--- config.mk ---
export PLATFORM = sky130hd
export DESIGN_NAME = async_serial_receiver
export DESIGN_NICKNAME = d
export VERILOG_FILES = /design/src/logic/serial_rx_pkg.sv /design/src/logic/byte_store.sv /design/src/logic/async_serial_receiver.sv
export VERILOG_INCLUDE_DIRS = /design/src /design/src/logic
export SDC_FILE = /design/constraint.sdc
export NUM_CORES = 1
export LEC_CHECK = 0
export ABC_AREA = 1
export BUFFER_PORTS_ARGS = -buffer_cell sky130_fd_sc_hd__buf_2
export CORE_MARGIN = 2
export CORE_UTILIZATION = 57
export CTS_CLUSTER_SIZE = 30
export DETAILED_ROUTE_END_ITERATION = 10
export PLACE_DENSITY = 0.77
export SYNTH_ARGS = -nofsm -noshare
export SYNTH_HDL_FRONTEND = slang
export SYNTH_SLANG_ARGS = --single-unit
--- constraint.sdc ---
create_clock -name clock -period 5.37 [get_ports clock]
set_input_delay 1.074 -clock clock [delete_from_list [all_inputs] [get_ports clock]]
set_output_delay 1.074 -clock clock [all_outputs]
set_load 0.01 [all_outputs]
--- src/logic/serial_rx_consts.svh ---
// Register map, field positions, reset values and timing counts of the serial receiver
`ifndef SERIAL_RX_CONSTS_SVH
`define SERIAL_RX_CONSTS_SVH
`define OFF_CTRL        8'h00
`define OFF_MODE        8'h04
`define OFF_TIMEOUT     8'h08
`define OFF_ITEM        8'h0C
`define OFF_STATUS      8'h10
`define OFF_RESULT      8'h14
`define BUF_SEL_BIT     7
`define CTL_START       0
`define CTL_EXT         1
`define CTL_FLOW        2
`define CTL_PAR_EXIT    3
`define CTL_TMO_EN      4
`define CTL_PRESET_LSB  5
`define CTL_BITS_LSB    8
`define CTL_DRIVE       12
`define CTL_MHZ_LSB     24
`define CTRL_RST        32'h0400_0800
`define CTRL_WR_MASK    32'hFF00_1FFE
`define MODE_PAR        13
`define MODE_INV        14
`define ITM_QLEN_LSB    4
`define ITM_CNT_LSB     8
`define ITM_TERM_LSB    16
`define ITM_TERM_EN     24
`define BT_2400         13'h018C
`define BT_1200         13'h032D
`define BT_9600         13'h0054
`define BT_300          13'h0CF1
`define BIT_OFFSET_US   14'h0014
`define TIMEOUT_UNIT_MS 1
`define US_PER_MS       1000
`define TMO_UNIT_US     (`TIMEOUT_UNIT_MS * `US_PER_MS)
`define BUS_LAT         2'h1
`define CHAR_BITS_MIN   4'h4
`define CHAR_BITS_PAR   4'h5
`define CHAR_BITS_MAX   4'h9
`define DATA_BITS_MAX   4'h8
`define STR_LAST        5'h0F
`define ASC_0           8'h30
`define ASC_1           8'h31
`define ASC_9           8'h39
`define ASC_UA          8'h41
`define ASC_UF          8'h46
`define ASC_LA          8'h61
`define ASC_LF          8'h66
`define HEX_LETTER_BIAS 4'h9
`endif

--- src/logic/serial_rx_pkg.sv ---
// Types shared by the serial receiver
`default_nettype none
package serial_rx_pkg;
   typedef enum logic [3:0] {
      F_IDLE  = 4'h1,
      F_START = 4'h2,
      F_BITS  = 4'h4,
      F_STOP  = 4'h8
   } frame_state_t;
   typedef enum logic [2:0] {
      C_IDLE = 3'h1,
      C_QUAL = 3'h2,
      C_ITEM = 3'h4
   } cmd_state_t;
   typedef enum logic [2:0] {
      ITEM_RAW  = 3'h0,
      ITEM_DEC  = 3'h1,
      ITEM_BIN  = 3'h2,
      ITEM_HEX  = 3'h3,
      ITEM_SKIP = 3'h4,
      ITEM_STR  = 3'h5
   } item_kind_t;
endpackage
`default_nettype wire

--- src/logic/byte_store.sv ---
// Byte memory for match sequences and received strings
`timescale 1ns/1ps
`default_nettype none
module byte_store (
   input  wire logic       clock,
   input  wire logic       we,
   input  wire logic [4:0] waddr,
   input  wire logic [7:0] wdata,
   input  wire logic [4:0] raddr,
   output logic      [7:0] rdata
);
   logic [7:0] mem [0:31];
   logic [7:0] rdata_r;

   always_ff @(posedge clock) begin
      if (we)
         mem[waddr] <= wdata;
      rdata_r <= mem[raddr];
   end

   assign rdata = rdata_r;
endmodule // byte_store
`default_nettype wire

--- src/logic/async_serial_receiver.sv ---
// Asynchronous serial receiver with Avalon-MM register access
//
// Local design decisions: the Avalon-MM slave port and the address map.
`timescale 1ns/1ps
`default_nettype none
`include "serial_rx_consts.svh"

module async_serial_receiver
   import serial_rx_pkg::*;
(
   input  wire logic        clock,
   input  wire logic        rstn,
   input  wire logic [7:0]  avs_address,
   input  wire logic        avs_read,
   input  wire logic        avs_write,
   input  wire logic [31:0] avs_writedata,
   output logic      [31:0] avs_readdata,
   output logic             avs_waitrequest,
   input  wire logic        rxDataPin,
   output logic             rxDataOe,
   output logic             flowCtrlPinOut,
   output logic             flowCtrlPinOe
);
   logic [31:0]  ctrl_r;
   logic [15:0]  mode_r;
   logic [15:0]  tmo_r;
   logic [24:0]  item_r;
   logic [1:0]   busStage_r;
   logic         waitReq_r;
   logic [31:0]  rdData_r;
   cmd_state_t   cst_r;
   frame_state_t fst_r;
   logic [13:0]  bitTmr_r;
   logic [3:0]   bitIdx_r;
   logic [8:0]   shift_r;
   logic         rxValid_r;
   logic         frmErr_r;
   logic [7:0]   usCnt_r;
   logic         usTick_r;
   logic [9:0]   msUs_r;
   logic [15:0]  tmoMs_r;
   logic [3:0]   qIdx_r;
   logic [15:0]  value_r;
   logic [7:0]   digCnt_r;
   logic         gotDigit_r;
   logic [4:0]   strLen_r;
   logic [3:0]   st_r;
   logic         rxOe_r;
   logic         flowOe_r;
   logic         flowOut_r;
   logic [7:0]   memRd;

   function automatic logic regHit(input logic [7:0] a, input logic [7:0] off);
      regHit = (a == off);
   endfunction

   function automatic logic [12:0] presetField(input logic [1:0] p);
      unique case (p)
         2'h0: presetField = `BT_2400;
         2'h1: presetField = `BT_1200;
         2'h2: presetField = `BT_9600;
         2'h3: presetField = `BT_300;
      endcase
   endfunction

   function automatic logic [3:0] dataBitsOf(input logic ext, input logic par,
                                             input logic [3:0] cb);
      logic [3:0] c;
      c = (cb < `CHAR_BITS_MIN) ? `CHAR_BITS_MIN : cb;
      c = (c > `CHAR_BITS_MAX) ? `CHAR_BITS_MAX : c;
      if (!ext)
         dataBitsOf = `DATA_BITS_MAX;
      else if (par)
         dataBitsOf = (c < `CHAR_BITS_PAR) ? `CHAR_BITS_MIN : c - 4'h1;
      else
         dataBitsOf = (c > `DATA_BITS_MAX) ? `DATA_BITS_MAX : c;
   endfunction

   function automatic logic [4:0] digitVal(input item_kind_t k, input logic [7:0] b);
      logic [4:0] r;
      r = 5'h00;
      if (b >= `ASC_0 && b <= `ASC_9)
         r = {1'b1, b[3:0]};
      else if (k == ITEM_HEX && ((b >= `ASC_UA && b <= `ASC_UF) ||
                                 (b >= `ASC_LA && b <= `ASC_LF)))
         r = {1'b1, 4'(b[3:0] + `HEX_LETTER_BIAS)};
      if (k == ITEM_BIN && b != `ASC_0 && b != `ASC_1)
         r = 5'h00;
      digitVal = r;
   endfunction

   function automatic logic [15:0] radixOf(input item_kind_t k);
      unique case (k)
         ITEM_BIN: radixOf = 16'h0002;
         ITEM_HEX: radixOf = 16'h0010;
         default:  radixOf = 16'h000A;
      endcase
   endfunction

   // Configuration decode
   logic        busy;
   logic        wrAcc;
   logic        cfgWr;
   logic        startCmd;
   logic        ext;
   logic        inv;
   logic        parEn;
   logic [12:0] bitField;
   logic [13:0] periodUs;
   logic [3:0]  dataBits;
   logic [3:0]  nBits;
   logic [7:0]  dataMask;
   logic [7:0]  rxByte;
   logic        line;
   item_kind_t  kind;
   logic [3:0]  qLen;
   logic [7:0]  itemCnt;
   logic [7:0]  usLim;

   assign busy     = (cst_r != C_IDLE);
   assign wrAcc    = avs_write && !waitReq_r;
   assign cfgWr    = wrAcc && !busy;
   assign startCmd = cfgWr && regHit(avs_address, `OFF_CTRL) && avs_writedata[`CTL_START];
   assign ext      = ctrl_r[`CTL_EXT];
   assign inv      = ext ? mode_r[`MODE_INV] : ctrl_r[`CTL_PRESET_LSB + 2];
   assign parEn    = ext && mode_r[`MODE_PAR];
   assign bitField = ext ? mode_r[12:0] : presetField(ctrl_r[`CTL_PRESET_LSB +: 2]);
   assign periodUs = {1'b0, bitField} + `BIT_OFFSET_US;
   assign dataBits = dataBitsOf(ext, parEn, ctrl_r[`CTL_BITS_LSB +: 4]);
   assign nBits    = dataBits + {3'h0, parEn};
   assign dataMask = 8'hFF >> (`DATA_BITS_MAX - dataBits);
   assign rxByte   = shift_r[7:0] & dataMask;
   assign line     = rxDataPin ^ inv;
   assign kind     = item_kind_t'(item_r[2:0]);
   assign qLen     = item_r[`ITM_QLEN_LSB +: 4];
   assign itemCnt  = item_r[`ITM_CNT_LSB +: 8];
   assign usLim    = (ctrl_r[`CTL_MHZ_LSB +: 8] == 8'h00) ? 8'h00 :
                     ctrl_r[`CTL_MHZ_LSB +: 8] - 8'h01;

   // Byte processing decisions
   logic        parBad;
   logic        parAbort;
   logic        tmoAbort;
   logic        accept;
   logic [4:0]  dig;
   logic        termHit;
   logic        strWr;
   logic        itemDone;
   logic [15:0] value_nxt;
   logic [7:0]  cntInc;

   always_comb begin
      parBad    = parEn && (^shift_r);
      parAbort  = rxValid_r && busy && parBad && ctrl_r[`CTL_PAR_EXIT];
      tmoAbort  = busy && ctrl_r[`CTL_TMO_EN] && !rxValid_r && (tmoMs_r == tmo_r);
      accept    = rxValid_r && busy && !parAbort;
      dig       = digitVal(kind, rxByte);
      termHit   = item_r[`ITM_TERM_EN] && (rxByte == item_r[`ITM_TERM_LSB +: 8]);
      strWr     = accept && cst_r == C_ITEM && kind == ITEM_STR && !termHit;
      cntInc    = digCnt_r + 8'h01;
      value_nxt = value_r * radixOf(kind) + {12'h000, dig[3:0]};
      unique case (kind)
         ITEM_DEC, ITEM_BIN, ITEM_HEX:
            itemDone = dig[4] ? (itemCnt != 8'h00 && cntInc == itemCnt) : gotDigit_r;
         ITEM_SKIP: itemDone = (cntInc >= itemCnt);
         ITEM_STR:  itemDone = termHit || (strLen_r + 5'h01 >= {1'b0, itemCnt[4:0]}) ||
                               (itemCnt > 8'h10) && (strLen_r == `STR_LAST);
         default:   itemDone = 1'b1;
      endcase
   end

   // Register bus slave: every access answers two cycles after it appears
   logic [31:0] rdMux;
   always_comb begin
      rdMux = 32'h0000_0000;
      if (avs_address[`BUF_SEL_BIT])
         rdMux = {24'h00_0000, memRd};
      else if (regHit(avs_address, `OFF_CTRL))
         rdMux = ctrl_r;
      else if (regHit(avs_address, `OFF_MODE))
         rdMux = {16'h0000, mode_r};
      else if (regHit(avs_address, `OFF_TIMEOUT))
         rdMux = {16'h0000, tmo_r};
      else if (regHit(avs_address, `OFF_ITEM))
         rdMux = {7'h00, item_r};
      else if (regHit(avs_address, `OFF_STATUS))
         rdMux = {27'h000_0000, st_r, busy};
      else if (regHit(avs_address, `OFF_RESULT))
         rdMux = {11'h000, strLen_r, value_r};
   end

   always_ff @(posedge clock) begin
      if (!rstn) begin
         busStage_r <= 2'h0;
         waitReq_r  <= 1'b1;
         rdData_r   <= 32'h0000_0000;
      end else if (!waitReq_r) begin
         waitReq_r  <= 1'b1;
         busStage_r <= 2'h0;
      end else if (avs_read || avs_write) begin
         if (busStage_r == `BUS_LAT) begin
            waitReq_r <= 1'b0;
            if (avs_read)
               rdData_r <= rdMux;
         end else begin
            busStage_r <= busStage_r + 2'h1;
         end
      end
   end

   assign avs_waitrequest = waitReq_r;
   assign avs_readdata    = rdData_r;

   // Configuration registers, held while a command runs
   always_ff @(posedge clock) begin
      if (!rstn) begin
         ctrl_r <= `CTRL_RST;
         mode_r <= 16'h0000;
         tmo_r  <= 16'h0000;
         item_r <= 25'h000_0000;
      end else if (cfgWr) begin
         if (regHit(avs_address, `OFF_CTRL))
            ctrl_r <= avs_writedata & `CTRL_WR_MASK;
         if (regHit(avs_address, `OFF_MODE))
            mode_r <= avs_writedata[15:0];
         if (regHit(avs_address, `OFF_TIMEOUT))
            tmo_r <= avs_writedata[15:0];
         if (regHit(avs_address, `OFF_ITEM))
            item_r <= avs_writedata[24:0];
      end
   end

   // Match and string buffer
   logic       memWe;
   logic [4:0] memWaddr;
   logic [4:0] memRaddr;
   logic [7:0] memWdata;

   // Bus reads of the buffer borrow the port; bytes arrive far apart, so qualifiers are back
   assign memRaddr = (avs_read && avs_address[`BUF_SEL_BIT]) ? avs_address[6:2] :
                     {1'b0, qIdx_r};
   assign memWe    = (cfgWr && avs_address[`BUF_SEL_BIT]) || strWr;
   assign memWaddr = strWr ? {1'b1, strLen_r[3:0]} : avs_address[6:2];
   assign memWdata = strWr ? rxByte : avs_writedata[7:0];

   byte_store u_store (
      .clock (clock),
      .we    (memWe),
      .waddr (memWaddr),
      .wdata (memWdata),
      .raddr (memRaddr),
      .rdata (memRd)
   );

   // Microsecond enable from the core clock setting, millisecond timeout count
   always_ff @(posedge clock) begin
      usTick_r <= 1'b0;
      if (!rstn) begin
         usCnt_r <= 8'h00;
      end else if (usCnt_r >= usLim) begin
         usCnt_r  <= 8'h00;
         usTick_r <= 1'b1;
      end else begin
         usCnt_r <= usCnt_r + 8'h01;
      end
   end

   always_ff @(posedge clock) begin
      if (!rstn || startCmd || rxValid_r) begin
         msUs_r  <= 10'h000;
         tmoMs_r <= 16'h0000;
      end else if (usTick_r) begin
         if (msUs_r == 10'(`TMO_UNIT_US - 1)) begin
            msUs_r <= 10'h000;
            if (tmoMs_r != 16'hFFFF)
               tmoMs_r <= tmoMs_r + 16'h0001;
         end else begin
            msUs_r <= msUs_r + 10'h001;
         end
      end
   end

   // Character framing
   always_ff @(posedge clock) begin
      rxValid_r <= 1'b0;
      frmErr_r  <= 1'b0;
      if (!rstn) begin
         fst_r    <= F_IDLE;
         bitTmr_r <= 14'h0000;
         bitIdx_r <= 4'h0;
         shift_r  <= 9'h000;
      end else if (!busy) begin
         fst_r <= F_IDLE;
      end else begin
         unique case (fst_r)
            F_IDLE: if (!line) begin
               fst_r    <= F_START;
               bitTmr_r <= periodUs >> 1;
               shift_r  <= 9'h000;
            end
            F_START: if (usTick_r) begin
               if (bitTmr_r != 14'h0000)
                  bitTmr_r <= bitTmr_r - 14'h0001;
               else if (line)
                  fst_r <= F_IDLE;
               else begin
                  fst_r    <= F_BITS;
                  bitTmr_r <= periodUs - 14'h0001;
                  bitIdx_r <= 4'h0;
               end
            end
            F_BITS: if (usTick_r) begin
               if (bitTmr_r != 14'h0000)
                  bitTmr_r <= bitTmr_r - 14'h0001;
               else begin
                  shift_r[bitIdx_r] <= line;
                  bitTmr_r          <= periodUs - 14'h0001;
                  if (bitIdx_r == nBits - 4'h1)
                     fst_r <= F_STOP;
                  else
                     bitIdx_r <= bitIdx_r + 4'h1;
               end
            end
            F_STOP: if (usTick_r) begin
               if (bitTmr_r != 14'h0000)
                  bitTmr_r <= bitTmr_r - 14'h0001;
               else begin
                  fst_r <= F_IDLE;
                  if (line)
                     rxValid_r <= 1'b1;
                  else
                     frmErr_r <= 1'b1;
               end
            end
         endcase
      end
   end

   // Command sequencing: match sequence first, then the item
   always_ff @(posedge clock) begin
      if (!rstn) begin
         cst_r      <= C_IDLE;
         qIdx_r     <= 4'h0;
         value_r    <= 16'h0000;
         digCnt_r   <= 8'h00;
         gotDigit_r <= 1'b0;
         strLen_r   <= 5'h00;
      end else if (startCmd) begin
         cst_r      <= (qLen != 4'h0) ? C_QUAL : C_ITEM;
         qIdx_r     <= 4'h0;
         value_r    <= 16'h0000;
         digCnt_r   <= 8'h00;
         gotDigit_r <= 1'b0;
         strLen_r   <= 5'h00;
      end else if (tmoAbort || parAbort) begin
         cst_r <= C_IDLE;
      end else if (accept) begin
         unique case (cst_r)
            C_IDLE: ;
            C_QUAL: begin
               if (rxByte != memRd)
                  qIdx_r <= 4'h0;
               else if (qIdx_r == qLen - 4'h1)
                  cst_r <= C_ITEM;
               else
                  qIdx_r <= qIdx_r + 4'h1;
            end
            C_ITEM: begin
               if (kind == ITEM_RAW)
                  value_r <= {8'h00, rxByte};
               if ((kind == ITEM_DEC || kind == ITEM_BIN || kind == ITEM_HEX) && dig[4]) begin
                  value_r    <= value_nxt;
                  gotDigit_r <= 1'b1;
                  digCnt_r   <= cntInc;
               end
               if (kind == ITEM_SKIP)
                  digCnt_r <= cntInc;
               if (strWr)
                  strLen_r <= strLen_r + 5'h01;
               if (itemDone)
                  cst_r <= C_IDLE;
            end
         endcase
      end
   end

   // Sticky status: a hardware event wins over a same-cycle clear
   logic [3:0] stSet;
   logic [3:0] stClr;
   assign stSet = {frmErr_r && busy, rxValid_r && busy && parBad, tmoAbort,
                   accept && cst_r == C_ITEM && itemDone};
   assign stClr = startCmd ? 4'hF :
                  (wrAcc && regHit(avs_address, `OFF_STATUS)) ? avs_writedata[4:1] : 4'h0;

   always_ff @(posedge clock) begin
      if (!rstn)
         st_r <= 4'h0;
      else
         st_r <= (st_r & ~stClr) | stSet;
   end

   // Pin directions and flow level
   always_ff @(posedge clock) begin
      if (!rstn) begin
         rxOe_r    <= 1'b0;
         flowOe_r  <= 1'b0;
         flowOut_r <= 1'b0;
      end else begin
         if (startCmd)
            rxOe_r <= 1'b0;
         else if (cfgWr && regHit(avs_address, `OFF_CTRL))
            rxOe_r <= avs_writedata[`CTL_DRIVE];
         flowOe_r  <= busy && ext && ctrl_r[`CTL_FLOW];
         flowOut_r <= (busy && fst_r == F_IDLE) ? ~inv : inv;
      end
   end

   assign rxDataOe       = rxOe_r;
   assign flowCtrlPinOut = flowOut_r;
   assign flowCtrlPinOe  = flowOe_r;
endmodule // async_serial_receiver
`default_nettype wire

# ---- After elaboration in Yosys (flattened, before gate mapping)
# Memories as Yosys holds them, arrays and structs flattened. A register that Yosys moved wholly into a read port is not among the register bits.
# Cells that the tools add are included.
dict set report classes {
  addsub 20
  n_mul 1
  n_lt_le_gt_ge 16
  eq_ne 48
  shift 1
  n_mux 83
  n_bitwise 12
  n_reduce_logical 89
}
# cell count
set op_table {}
lappend op_table {{14-bit two-way mux} 8}
lappend op_table {{4-bit two-way mux} 24}
lappend op_table {{25-bit two-way mux} 3}
lappend op_table {{32-bit two-way mux} 2}
lappend op_table {{14-bit one-hot mux with 4 select lines} 1}
lappend op_table {{13-bit one-hot mux with 4 select lines} 1}
lappend op_table {{21-bit two-way mux} 2}
lappend op_table {{1-bit logical AND} 35}
lappend op_table {{16-bit two-way mux} 2}
lappend op_table {{8-bit two-way mux} 4}
lappend op_table {{14-bit by 1-bit subtractor with 14-bit output (second input constant)} 2}
lappend op_table {{9-bit two-way mux} 3}
lappend op_table {{5-bit two-way mux} 5}
lappend op_table {{3-bit two-way mux} 8}
lappend op_table {{2-bit != test (second input constant)} 12}
lappend op_table {{4-bit AND reduction} 6}
lappend op_table {{9-bit one-hot mux with 2 select lines} 1}
lappend op_table {{16-bit by 1-bit adder with 16-bit output (second input constant)} 1}
lappend op_table {{16-bit by 4-bit adder with 16-bit output} 1}
lappend op_table {{8-bit by 1-bit adder with 8-bit output (second input constant)} 2}
lappend op_table {{16-bit == test} 1}
lappend op_table {{8-bit by 4-bit == test with 1-bit output (second input constant)} 2}
lappend op_table {{8-bit by 5-bit == test with 1-bit output (second input constant)} 2}
lappend op_table {{8-bit == test} 2}
lappend op_table {{other kinds (78)} 140}
dict set report totals {
  regBits 224
  ram_bits 256
  input_bits 45
  output_inout_bits 36
  elab_cells 298
  mem_count 1
}
# name depth width rd rd_ports_with_merged_regs wr line
set mem_list {}
lappend mem_list {u_store.mem 32 8 1 1 1 byte_store.sv:12} ;# logic [7:0] mem [0:31];

# ---- Depth between registers and ports, before layout
# Gate-level depths: netlist of the first run.
dict set report depth {
  depth_word 25
  ltp_mapped 45
  depth_no_buf 44
}

# ---- By module
# From an unflattened synthesis of the first run, not the netlist that was laid out.
dict set report hier_totals {
  hier_cells 2986
  area_unflattened_um2 25075.3
}
# mod n_inst cells_each area_each_um2 seq_area_each_um2
set by_module_without_submodules {}
lappend by_module_without_submodules {async_serial_receiver 1 2064 14288.7 4484.3}
lappend by_module_without_submodules {byte_store 1 922 10786.6 7847.5}

# ---- Worst setup path before layout of the first run
# No wires, ideal clock.
dict set report synth_timing {
  kind {register to register}
  startpoint {register ctrl_r[10]}
  endpoint {register value_r[15]}
  setup_time_ns 0.071
  arrival_ns 5.762
  required_time_ns 5.299
  setup_slack_ns -0.464
  stages_incl_launch_ff 44
  n_path_buf 0
  period_less_slack_ns 5.834
  path_cell_list {dfxtp_1 -> o21ai_1 -> nand2_1 -> inv_1 -> ha_1 -> inv_1 -> ha_1 -> inv_1 -> nand2_1 -> nand3_1 -> nand2_1 -> nand2_2 -> ha_1 -> nand3b_1 -> nand3_1 -> nand2_1 -> inv_1 -> nand2_2 -> [... 8 more ...] -> ha_1 -> ha_1 -> fa_1 -> fa_1 -> nand3_1 -> and2_1 -> inv_1 -> a21oi_1 -> inv_1 -> a21oi_1 -> inv_1 -> a21oi_1 -> or2_2 -> nand2_1 -> a21oi_1 -> xor2_1 -> nand2_1 -> a21oi_1}
}
dict set report synth_via {
  elab_chain_cells 21
  elab_cells_between_ends 38
  cone_classes {add/sub (4); order compare (10); eq/ne (2); shift (1); mux (10); bitwise (1); reduce/logical (10)}
}
# item line
set synth_lines {}
lappend synth_lines {{from (decl)} async_serial_receiver.sv:24} ;# logic [31:0] ctrl_r;
lappend synth_lines {{from (signal assigned)} async_serial_receiver.sv:217} ;# ctrl_r <= `CTRL_RST;
lappend synth_lines {{from (signal assigned)} async_serial_receiver.sv:223} ;# ctrl_r <= avs_writedata & `CTRL_WR_MASK;
lappend synth_lines {{4-bit by 3-bit less-than comparator with 1-bit output (no line)} --}
lappend synth_lines {{4-bit two-way mux *} async_serial_receiver.sv:69} ;# c = (cb < `CHAR_BITS_MIN) ? `CHAR_BITS_MIN : cb;
lappend synth_lines {{4-bit > comparator (no line)} --}
lappend synth_lines {{4-bit two-way mux *} async_serial_receiver.sv:70} ;# c = (c > `CHAR_BITS_MAX) ? `CHAR_BITS_MAX : c;
lappend synth_lines {{4-bit by 1-bit subtractor with 4-bit output, or another cell as far along} async_serial_receiver.sv:74} ;# dataBitsOf = (c < `CHAR_BITS_PAR) ? `CHAR_BITS_MIN : c - 4'h1;
lappend synth_lines {{4-bit two-way mux, on equally long branches} {async_serial_receiver.sv:74, async_serial_receiver.sv:76}}
lappend synth_lines {{4-bit two-way mux *} async_serial_receiver.sv:73} ;# else if (par)
lappend synth_lines {{4-bit two-way mux *} async_serial_receiver.sv:71} ;# if (!ext)
lappend synth_lines {{[... 3 more ...]} --}
lappend synth_lines {{8-bit by 7-bit >= comparator with 1-bit output (no line) or 8-bit by 7-bit less-or-equal comparator with 1-bit output (tied branches)} --}
lappend synth_lines {{1-bit logical AND (no line)} --}
lappend synth_lines {{1-bit logical OR} async_serial_receiver.sv:84} ;# else if (k == ITEM_HEX && ((b >= `ASC_UA && b <= `ASC_UF) ||
lappend synth_lines {{1-bit logical AND} async_serial_receiver.sv:84}
lappend synth_lines {{5-bit two-way mux} async_serial_receiver.sv:84}
lappend synth_lines {{5-bit two-way mux} async_serial_receiver.sv:82} ;# if (b >= `ASC_0 && b <= `ASC_9)
lappend synth_lines {{5-bit two-way mux *} async_serial_receiver.sv:87} ;# if (k == ITEM_BIN && b != `ASC_0 && b != `ASC_1)
lappend synth_lines {{branches (longest 3 deep; another with 16-bit by 4-bit adder with 16-bit output)} --}
lappend synth_lines {{to (signal assigned)} async_serial_receiver.sv:370} ;# value_r <= {8'h00, rxByte};
lappend synth_lines {{to (signal assigned)} async_serial_receiver.sv:372} ;# value_r <= value_nxt;
lappend synth_lines {{to (decl)} async_serial_receiver.sv:43} ;# logic [15:0] value_r;
# Mark *: on every way between the ends.
# A chain may end at the register's enable or synchronous reset.

# ---- Worst setup path after layout of the first run
# Ends and elaborated chain as after synthesis.

==> results.sh, run 1 <==
export IMPL_status="complete, but fails checks"
export IMPL_violations="setup timing"
export IMPL_ys_warn_count=0
export IMPL_wire_per_inst_um=20.1
export IMPL_numCtsBuffers=51
export IMPL_insertion_delay_ps=630
export IMPL_required_ps=5920
export IMPL_htreeDepth=2
export IMPL_async_flop_share=0
export IMPL_slew_headroom=0.238
export IMPL_finalMaxSlewViolations=0
export IMPL_gp_congestion=1.00
export IMPL_syn_num_nets=2990
export IMPL_clk_pin_slew_ps=70
export IMPL_vdd_drop_max_uv=532
export IMPL_crit_path_start_kind="flip-flop"
export IMPL_yosysUniqueCellTypes=61
export IMPL_grt_overflow=0
export IMPL_vias_per_cell=6.00
export IMPL_drtAntennaViolNets=0
export IMPL_path_delay_family="simple AND/OR/NAND/NOR gates"
export IMPL_max_stage_delay_ps=470
export IMPL_hold_viol=0
export IMPL_path_max_fanout=4
export IMPL_first_global_vias=20800
export IMPL_die_x_um=212
export IMPL_cts_root_buffer="clkbuf_16"
export IMPL_period_needed_ps=5650
export IMPL_antenna_cells=0
export IMPL_portBuffers=80
export IMPL_setup_violations=5
export IMPL_min_delay_start="avs_readdata[11]"
export IMPL_drc=0
export IMPL_core_region_area_um2=42900
export IMPL_cap_violations=0
export IMPL_drt_iter0_drc=2528
export IMPL_startpoint="ctrl_r[10]"
export IMPL_cp_slowest_cell="fa_2"
export IMPL_syn_area_um2=24700
export IMPL_dp_hpwl_mm=50.2
export IMPL_placed_area_um2=26500
export IMPL_cpMostUsedCell="buf_4"
export IMPL_start_util=0.576
export IMPL_flow_area_growth_from_synthesis_pct=16.5
export IMPL_final_area_um2=28800
export IMPL_arrival_ps=6190
export IMPL_grt_max_degree=95
export IMPL_syn_inst=2839
export IMPL_synth_seq_area_share=0.499
export IMPL_clock_sinks=488
export IMPL_grt_pass1_wl_mm=112
export IMPL_setup_ws_ps=-277
export IMPL_cts_tree="built"
export IMPL_endpoint_kind="flip-flop"
export IMPL_drtPass1Iterations=7
export IMPL_drive_gt1_frac=0.155
export IMPL_path_buf_inv=11
export IMPL_period_share=1.05
export IMPL_die_area_um2=45000
export IMPL_power_uw=8190
export IMPL_ys_ff_latch=488
export IMPL_rsz0062_at_grt="true"
export IMPL_avgSynthCellArea_um2=8.70
export IMPL_fin_hold_ws_ps=462
export IMPL_cts_buffer_depth=3
export IMPL_hp_class="reg -> reg"
export IMPL_io_pins=81
export IMPL_rows=76
export IMPL_ys_flop_type="edfxtp_1"
export IMPL_ctsHoldBuffers=0
export IMPL_nets=3159
export IMPL_tightest_slew_ps=1140
export IMPL_finalClockSkew_ps=24.5
export IMPL_timing_rr_start="ctrl_r[10]"
export IMPL_track_usage=0.325
export IMPL_place_ws_ps=-624
export IMPL_p_leak_uw=0.0114
export IMPL_antenna_found_initial=0
export IMPL_fmax_mhz=177
export IMPL_synth_edf_count=256
export IMPL_crit_type="reg -> reg"
export IMPL_route_vias_total=21800
export IMPL_p_per_area_nw_per_um2=285
export IMPL_dieHeight_um=212
export IMPL_routed_wl_mm=73.0
## registers in the layout, summed over array words and instances (netlist names), 5 cells and up
register	count
bitTmr_r	14
item_r	25
msUs_r	10
tmo_r	16
avs_readdata	32
ctrl_r	20
tmoMs_r	16
u_store.rdata	8
usCnt_r	8
u_store.mem	256
shift_r	9
value_r	16
digCnt_r	8
strLen_r	5
mode_r	16
## layout by cell type (no fill, tap or decap), types with 37 or more instances in the layout
master / n
ha_1: 84
nor3_1: 48
clkbuf_16: 56
o211ai_1: 37
a21oi_1: 186
buf_4: 150
o21ai_0: 280
nand3_1: 113
edfxtp_1: 256
dfxtp_1: 229
buf_2: 80
inv_1: 297
nor2_1: 396
o221ai_1: 51
nand2_1: 318
xor2_1: 54
## final timing paths
kind	cells after the start	slack (ps)	endpoint
max	40	-280	value_r[15]
min reg2reg	2	460	avs_readdata[11]
min	2	460	avs_readdata[11]
max reg2reg	40	-280	value_r[15]
## worst register-to-register path, delay by kind of cell (launching register included)
kind / cells / cell delay (ps)
and+or+nand+nor: 15 / 1470
adders and majority gates: 5 / 1380
buffers and inverters: 11 / 1040
AOI/OAI and AO/OA: 7 / 960
DFF: 1 / 370
xor gates and xnor gates: 2 / 340
## per-layer routing
metal / global-route usage / vias up / wire (um)
met2: 0.532 / 1135 / 34100
met4: 0.184 / 0 / 4200
li1: - / 10100 / -
met3: 0.0609 / 250 / 6720
met1: 0.405 / 10300 / 27900
met5: 0 / - / 0
## timing repair
| item | 4_1_cts | 5_1_grt |
|---|---|---|
| pin swaps | 37 | 31 |
| endpoints found under the setup margin | 7 | 8 |
| setup buffers | 22 | 5 |
| gates resized for setup | 53 | 25 |
## Yosys cell counts (8+ instances only)
cell / n / area (um^2)
fa_1: 12 / 240
inv_2: 12 / 45.0
nand4_1: 33 / 206
a21oi_1: 193 / 966
edfxtp_1: 256 / 7690
xor2_1: 55 / 482
o22ai_1: 24 / 150
a31oi_1: 26 / 163
or2_2: 18 / 113
ha_1: 94 / 1180
nor2_1: 400 / 1500
inv_1: 305 / 1140
o21a_1: 8 / 60.1
nand3_1: 118 / 591
xnor2_1: 27 / 236
dfxtp_1: 232 / 4640
o221ai_1: 51 / 447
clkbuf_1: 108 / 405
nand2_2: 10 / 62.6
nor3_1: 48 / 240
nand2_1: 332 / 1250
o211ai_1: 37 / 278
a211oi_1: 32 / 240
o21ai_1: 17 / 85.1
o21ai_0: 293 / 1470
nand3_2: 10 / 100
## stage by stage
step | cells | util | TNS (ps)
finish | 3634 | 0.671 | -711
global route | 3634 | 0.671 | -2070
CTS | 3634 | 0.669 | -638
detailed placement | 3518 | 0.617 | -2320
global placement | 3518 | 0.617 | -1380
floorplan | 2839 | - | -245
## final cells by class
cell class,instances,area [um^2]
clock buffer,62,1440
clock inverter,32,368
fill,3410,14100
inverter,324,1220
multi-input combinational,1907,11100
sequential,488,12300
tap,585,732
timing repair buffer,236,1590
## kinds of logic (layout without fill, tap and decap cells)
kind of cell | Yosys count | after routing | share of synthesized area
simple gates | 1005 | 1005 | 0.177
flops | 488 | 488 | 0.499
buf+inv | 444 | 654 | 0.0690
compound gates | 713 | 713 | 0.168
xor+xnor | 83 | 83 | 0.0297
fa+ha+maj | 106 | 106 | 0.0573
## where the power goes
group / internal [uW] / total (uW) / switching (uW)
registers: 3950 / 3990 / 39.3
clock network: 2220 / 3780 / 1560
logic: 112 / 422 / 310
Note: power is estimated with default switching activity, not from simulation.
==> inputs of run 2 (changes only) <==
--- a/config.mk
+++ b/config.mk
@@ -6,7 +6,6 @@
 export SDC_FILE = /design/constraint.sdc
 export NUM_CORES = 1
 export LEC_CHECK = 0
-export ABC_AREA = 1
 export BUFFER_PORTS_ARGS = -buffer_cell sky130_fd_sc_hd__buf_2
 export CORE_MARGIN = 2
 export CORE_UTILIZATION = 57
==> run 2 against run 1 <==
  * Register-to-register slack lost 450 ps
  * The run still ends with setup timing left
  * Final area grew 2.0%
  * Total power shrank 2.8%
  * Clock power shrank 11%
  * Critical path type unchanged
  * Clock-buffer cell count shrank 5
  * Via count shrank 5.9%
  * Flip-flop and latch count is the same
  * Sequential power grew 1%
  * Critical path depth shrank 4
==> results.sh, run 2 <==
export IMPL_status="complete, but fails checks"
export IMPL_violations="setup timing"
export IMPL_synthTopCellsByArea="edfxtp_1, dfxtp_1, nand2_1, mux4_2, ha_1"
export IMPL_hp_class="reg -> reg"
export IMPL_drc=0
export IMPL_async_flop_share=0
export IMPL_gp_congestion=0.955
export IMPL_final_util=0.665
export IMPL_ys_warn_count=0
export IMPL_synth_seq_area_share=0.484
export IMPL_path_depth=36
export IMPL_portBuffers=80
export IMPL_ys_flop_type="edfxtp_1"
export IMPL_vias_per_cell=6.29
export IMPL_fin_hold_ws_ps=461
export IMPL_required_ps=5870
export IMPL_hold_viol=0
export IMPL_setup_ws_ps=-722
export IMPL_crit_type="reg -> reg"
export IMPL_drive_gt1_frac=0.177
export IMPL_synth_most_common_cell="nand2_1"
export IMPL_path_delay_family="adder cells"
export IMPL_synth_edf_count=256
export IMPL_vdd_drop_max_uv=337
export IMPL_setup_violations=10
export IMPL_yosysUniqueCellTypes=95
export IMPL_core_region_area_um2=44100
export IMPL_track_usage=0.319
export IMPL_grt_max_degree=75
export IMPL_clk_pin_slew_ps=60
export IMPL_io_pins=81
export IMPL_path_buf_inv=5
export IMPL_ff2ff_path_depth=36
export IMPL_grt_overflow=0
export IMPL_antenna_found_initial=0
export IMPL_final_cells=3264
export IMPL_cts_tree="built"
export IMPL_synth_commonest_cells="nand2_1, edfxtp_1, dfxtp_1, nor2_1, a21oi_1"
export IMPL_drt_iter0_drc=2278
export IMPL_drtAntennaViolNets=0
export IMPL_cts_root_buffer="clkbuf_16"
export IMPL_arrival_ps=6590
export IMPL_ys_ff_latch=488
export IMPL_grt_pass1_wl_mm=115
export IMPL_avgSynthCellArea_um2=10.3
export IMPL_drtPass1Iterations=6
export IMPL_flow_area_growth_from_synthesis_pct=15.3
export IMPL_finalClockSkew_ps=32.7
export IMPL_largest_reg_flops=256
export IMPL_fmax_mhz=164
export IMPL_max_stage_delay_ps=380
export IMPL_start_util=0.577
export IMPL_syn_area_um2=25500
export IMPL_crit_path_start_kind="flip-flop"
export IMPL_die_x_um=215
export IMPL_cp_slowest_cell="fa_2"
export IMPL_dp_cells=3162
export IMPL_cpMostUsedCell="ha_4"
export IMPL_dieHeight_um=215
export IMPL_route_vias_total=20500
export IMPL_numCtsBuffers=49
export IMPL_period_share=1.13
export IMPL_synth_top_area_share=0.302
export IMPL_clock_sinks=488
export IMPL_synth_area_leader_cell="edfxtp_1"
export IMPL_htreeDepth=2
export IMPL_nFillCells=3423
export IMPL_rows=77
export IMPL_whs_path_depth=2
export IMPL_nets=2786
export IMPL_wire_per_inst_um=22.9
export IMPL_p_leak_uw=0.0109
export IMPL_insertion_delay_ps=620
export IMPL_largest_register="u_store.mem"
export IMPL_tightest_slew_ps=1150
export IMPL_place_ws_ps=-792
export IMPL_antenna_cells=0
export IMPL_final_area_um2=29400
export IMPL_period_needed_ps=6090
export IMPL_slew_headroom=0.226
export IMPL_finalMaxSlewViolations=0
export IMPL_first_global_vias=20300
export IMPL_placed_area_um2=27500
export IMPL_syn_num_nets=2628
export IMPL_cts_buffer_depth=3
export IMPL_syn_inst=2477
export IMPL_path_max_fanout=5
export IMPL_routed_wl_mm=74.6
export IMPL_mostFrequentLayoutCells="nand2_1, edfxtp_1, dfxtp_1"
export IMPL_die_area_um2=46400
export IMPL_endpoint_kind="flip-flop"
export IMPL_rsz0062_at_grt="true"
export IMPL_cap_violations=0
export IMPL_dp_hpwl_mm=52.4
export IMPL_p_per_area_nw_per_um2=271
export IMPL_layout_commonest_cell="nand2_1"
==> run 2: logic make-up (layout without fill, tap and decap cells) <==
| logic type | after synthesis | after routing | share of synthesized area |
|---|---|---|---|
| flops | 488 | 488 | 0.484 |
| simple gates | 923 | 923 | 0.171 |
| fa+ha+maj | 106 | 106 | 0.0556 |
| xor+xnor | 115 | 115 | 0.0406 |
| buf+inv | 215 | 410 | 0.0335 |
| mux | 103 | 103 | 0.0724 |
| compound gates | 527 | 527 | 0.142 |
==> run 2: worst register-to-register path, delay by kind of cell, from the launching register on <==
family,cells,cell delay [ps]
buffers and inverters,5,410
adder cells (fa/ha/maj),9,1910
multiplexers,1,80
flip-flops,1,340
XOR/XNOR,1,130
AO/OA/AOI/OAI,9,1590
AND/OR/NAND/NOR,11,1550
==> run 2: stage by stage <==
step,setup TNS (ps),total power (uW)
2_1_floorplan,-3540,4420
3_3_place_gp,-4590,4650
3_5_place_dp,-5780,4670
4_1_cts,-4450,7990
5_1_grt,-7950,8170
6_report,-5040,7960
==> run 2: worst paths after layout <==
kind | slack [ps] | from | end
setup / recovery | -720 | ctrl_r[10] | value_r[13]
hold / removal | 460 | avs_readdata[25] | avs_readdata[25]
setup reg to reg | -720 | ctrl_r[10] | value_r[13]
hold reg to reg | 460 | avs_readdata[25] | avs_readdata[25]
==> run 2: what timing repair did <==
item | in CTS | in global routing
endpoints found under the setup margin | 11 | 12
hold buffers | 0 | 0
gates resized for setup | 8 | 22
setup buffers | 5 | 10
pin swaps | 10 | 30
hold endpoints to repair | 0 | 0
==> run 2: cell type report <==
type / count / area, um^2 / area share
multi-input cells: 1774 / 12700 / 0.433
flip-flops and latches: 488 / 12300 / 0.420
repair buffers: 229 / 1650 / 0.0562
clock buffers: 57 / 1290 / 0.0438
well taps: 592 / 741 / 0.0252
inverters: 93 / 357 / 0.0121
clock inverters: 31 / 280 / 0.00955
==> run 2: routing by layer <==
| metal | GRT usage | wire length (um) | up-vias |
|---|---|---|---|
| met5 | 0 | 0 | - |
| met4 | 0.129 | 3220 | 0 |
| met3 | 0.0485 | 6330 | 188 |
| met2 | 0.536 | 35400 | 969 |
| met1 | 0.416 | 29700 | 10000 |
| li1 | - | - | 9348 |
==> run 2: where the power goes <==
| part | switching (uW) | leakage, uW | internal (uW) |
|---|---|---|---|
| sequential | 63.6 | 0.00417 | 3980 |
| combinational | 354 | 0.00593 | 204 |
| clock | 1490 | 0.000757 | 1870 |
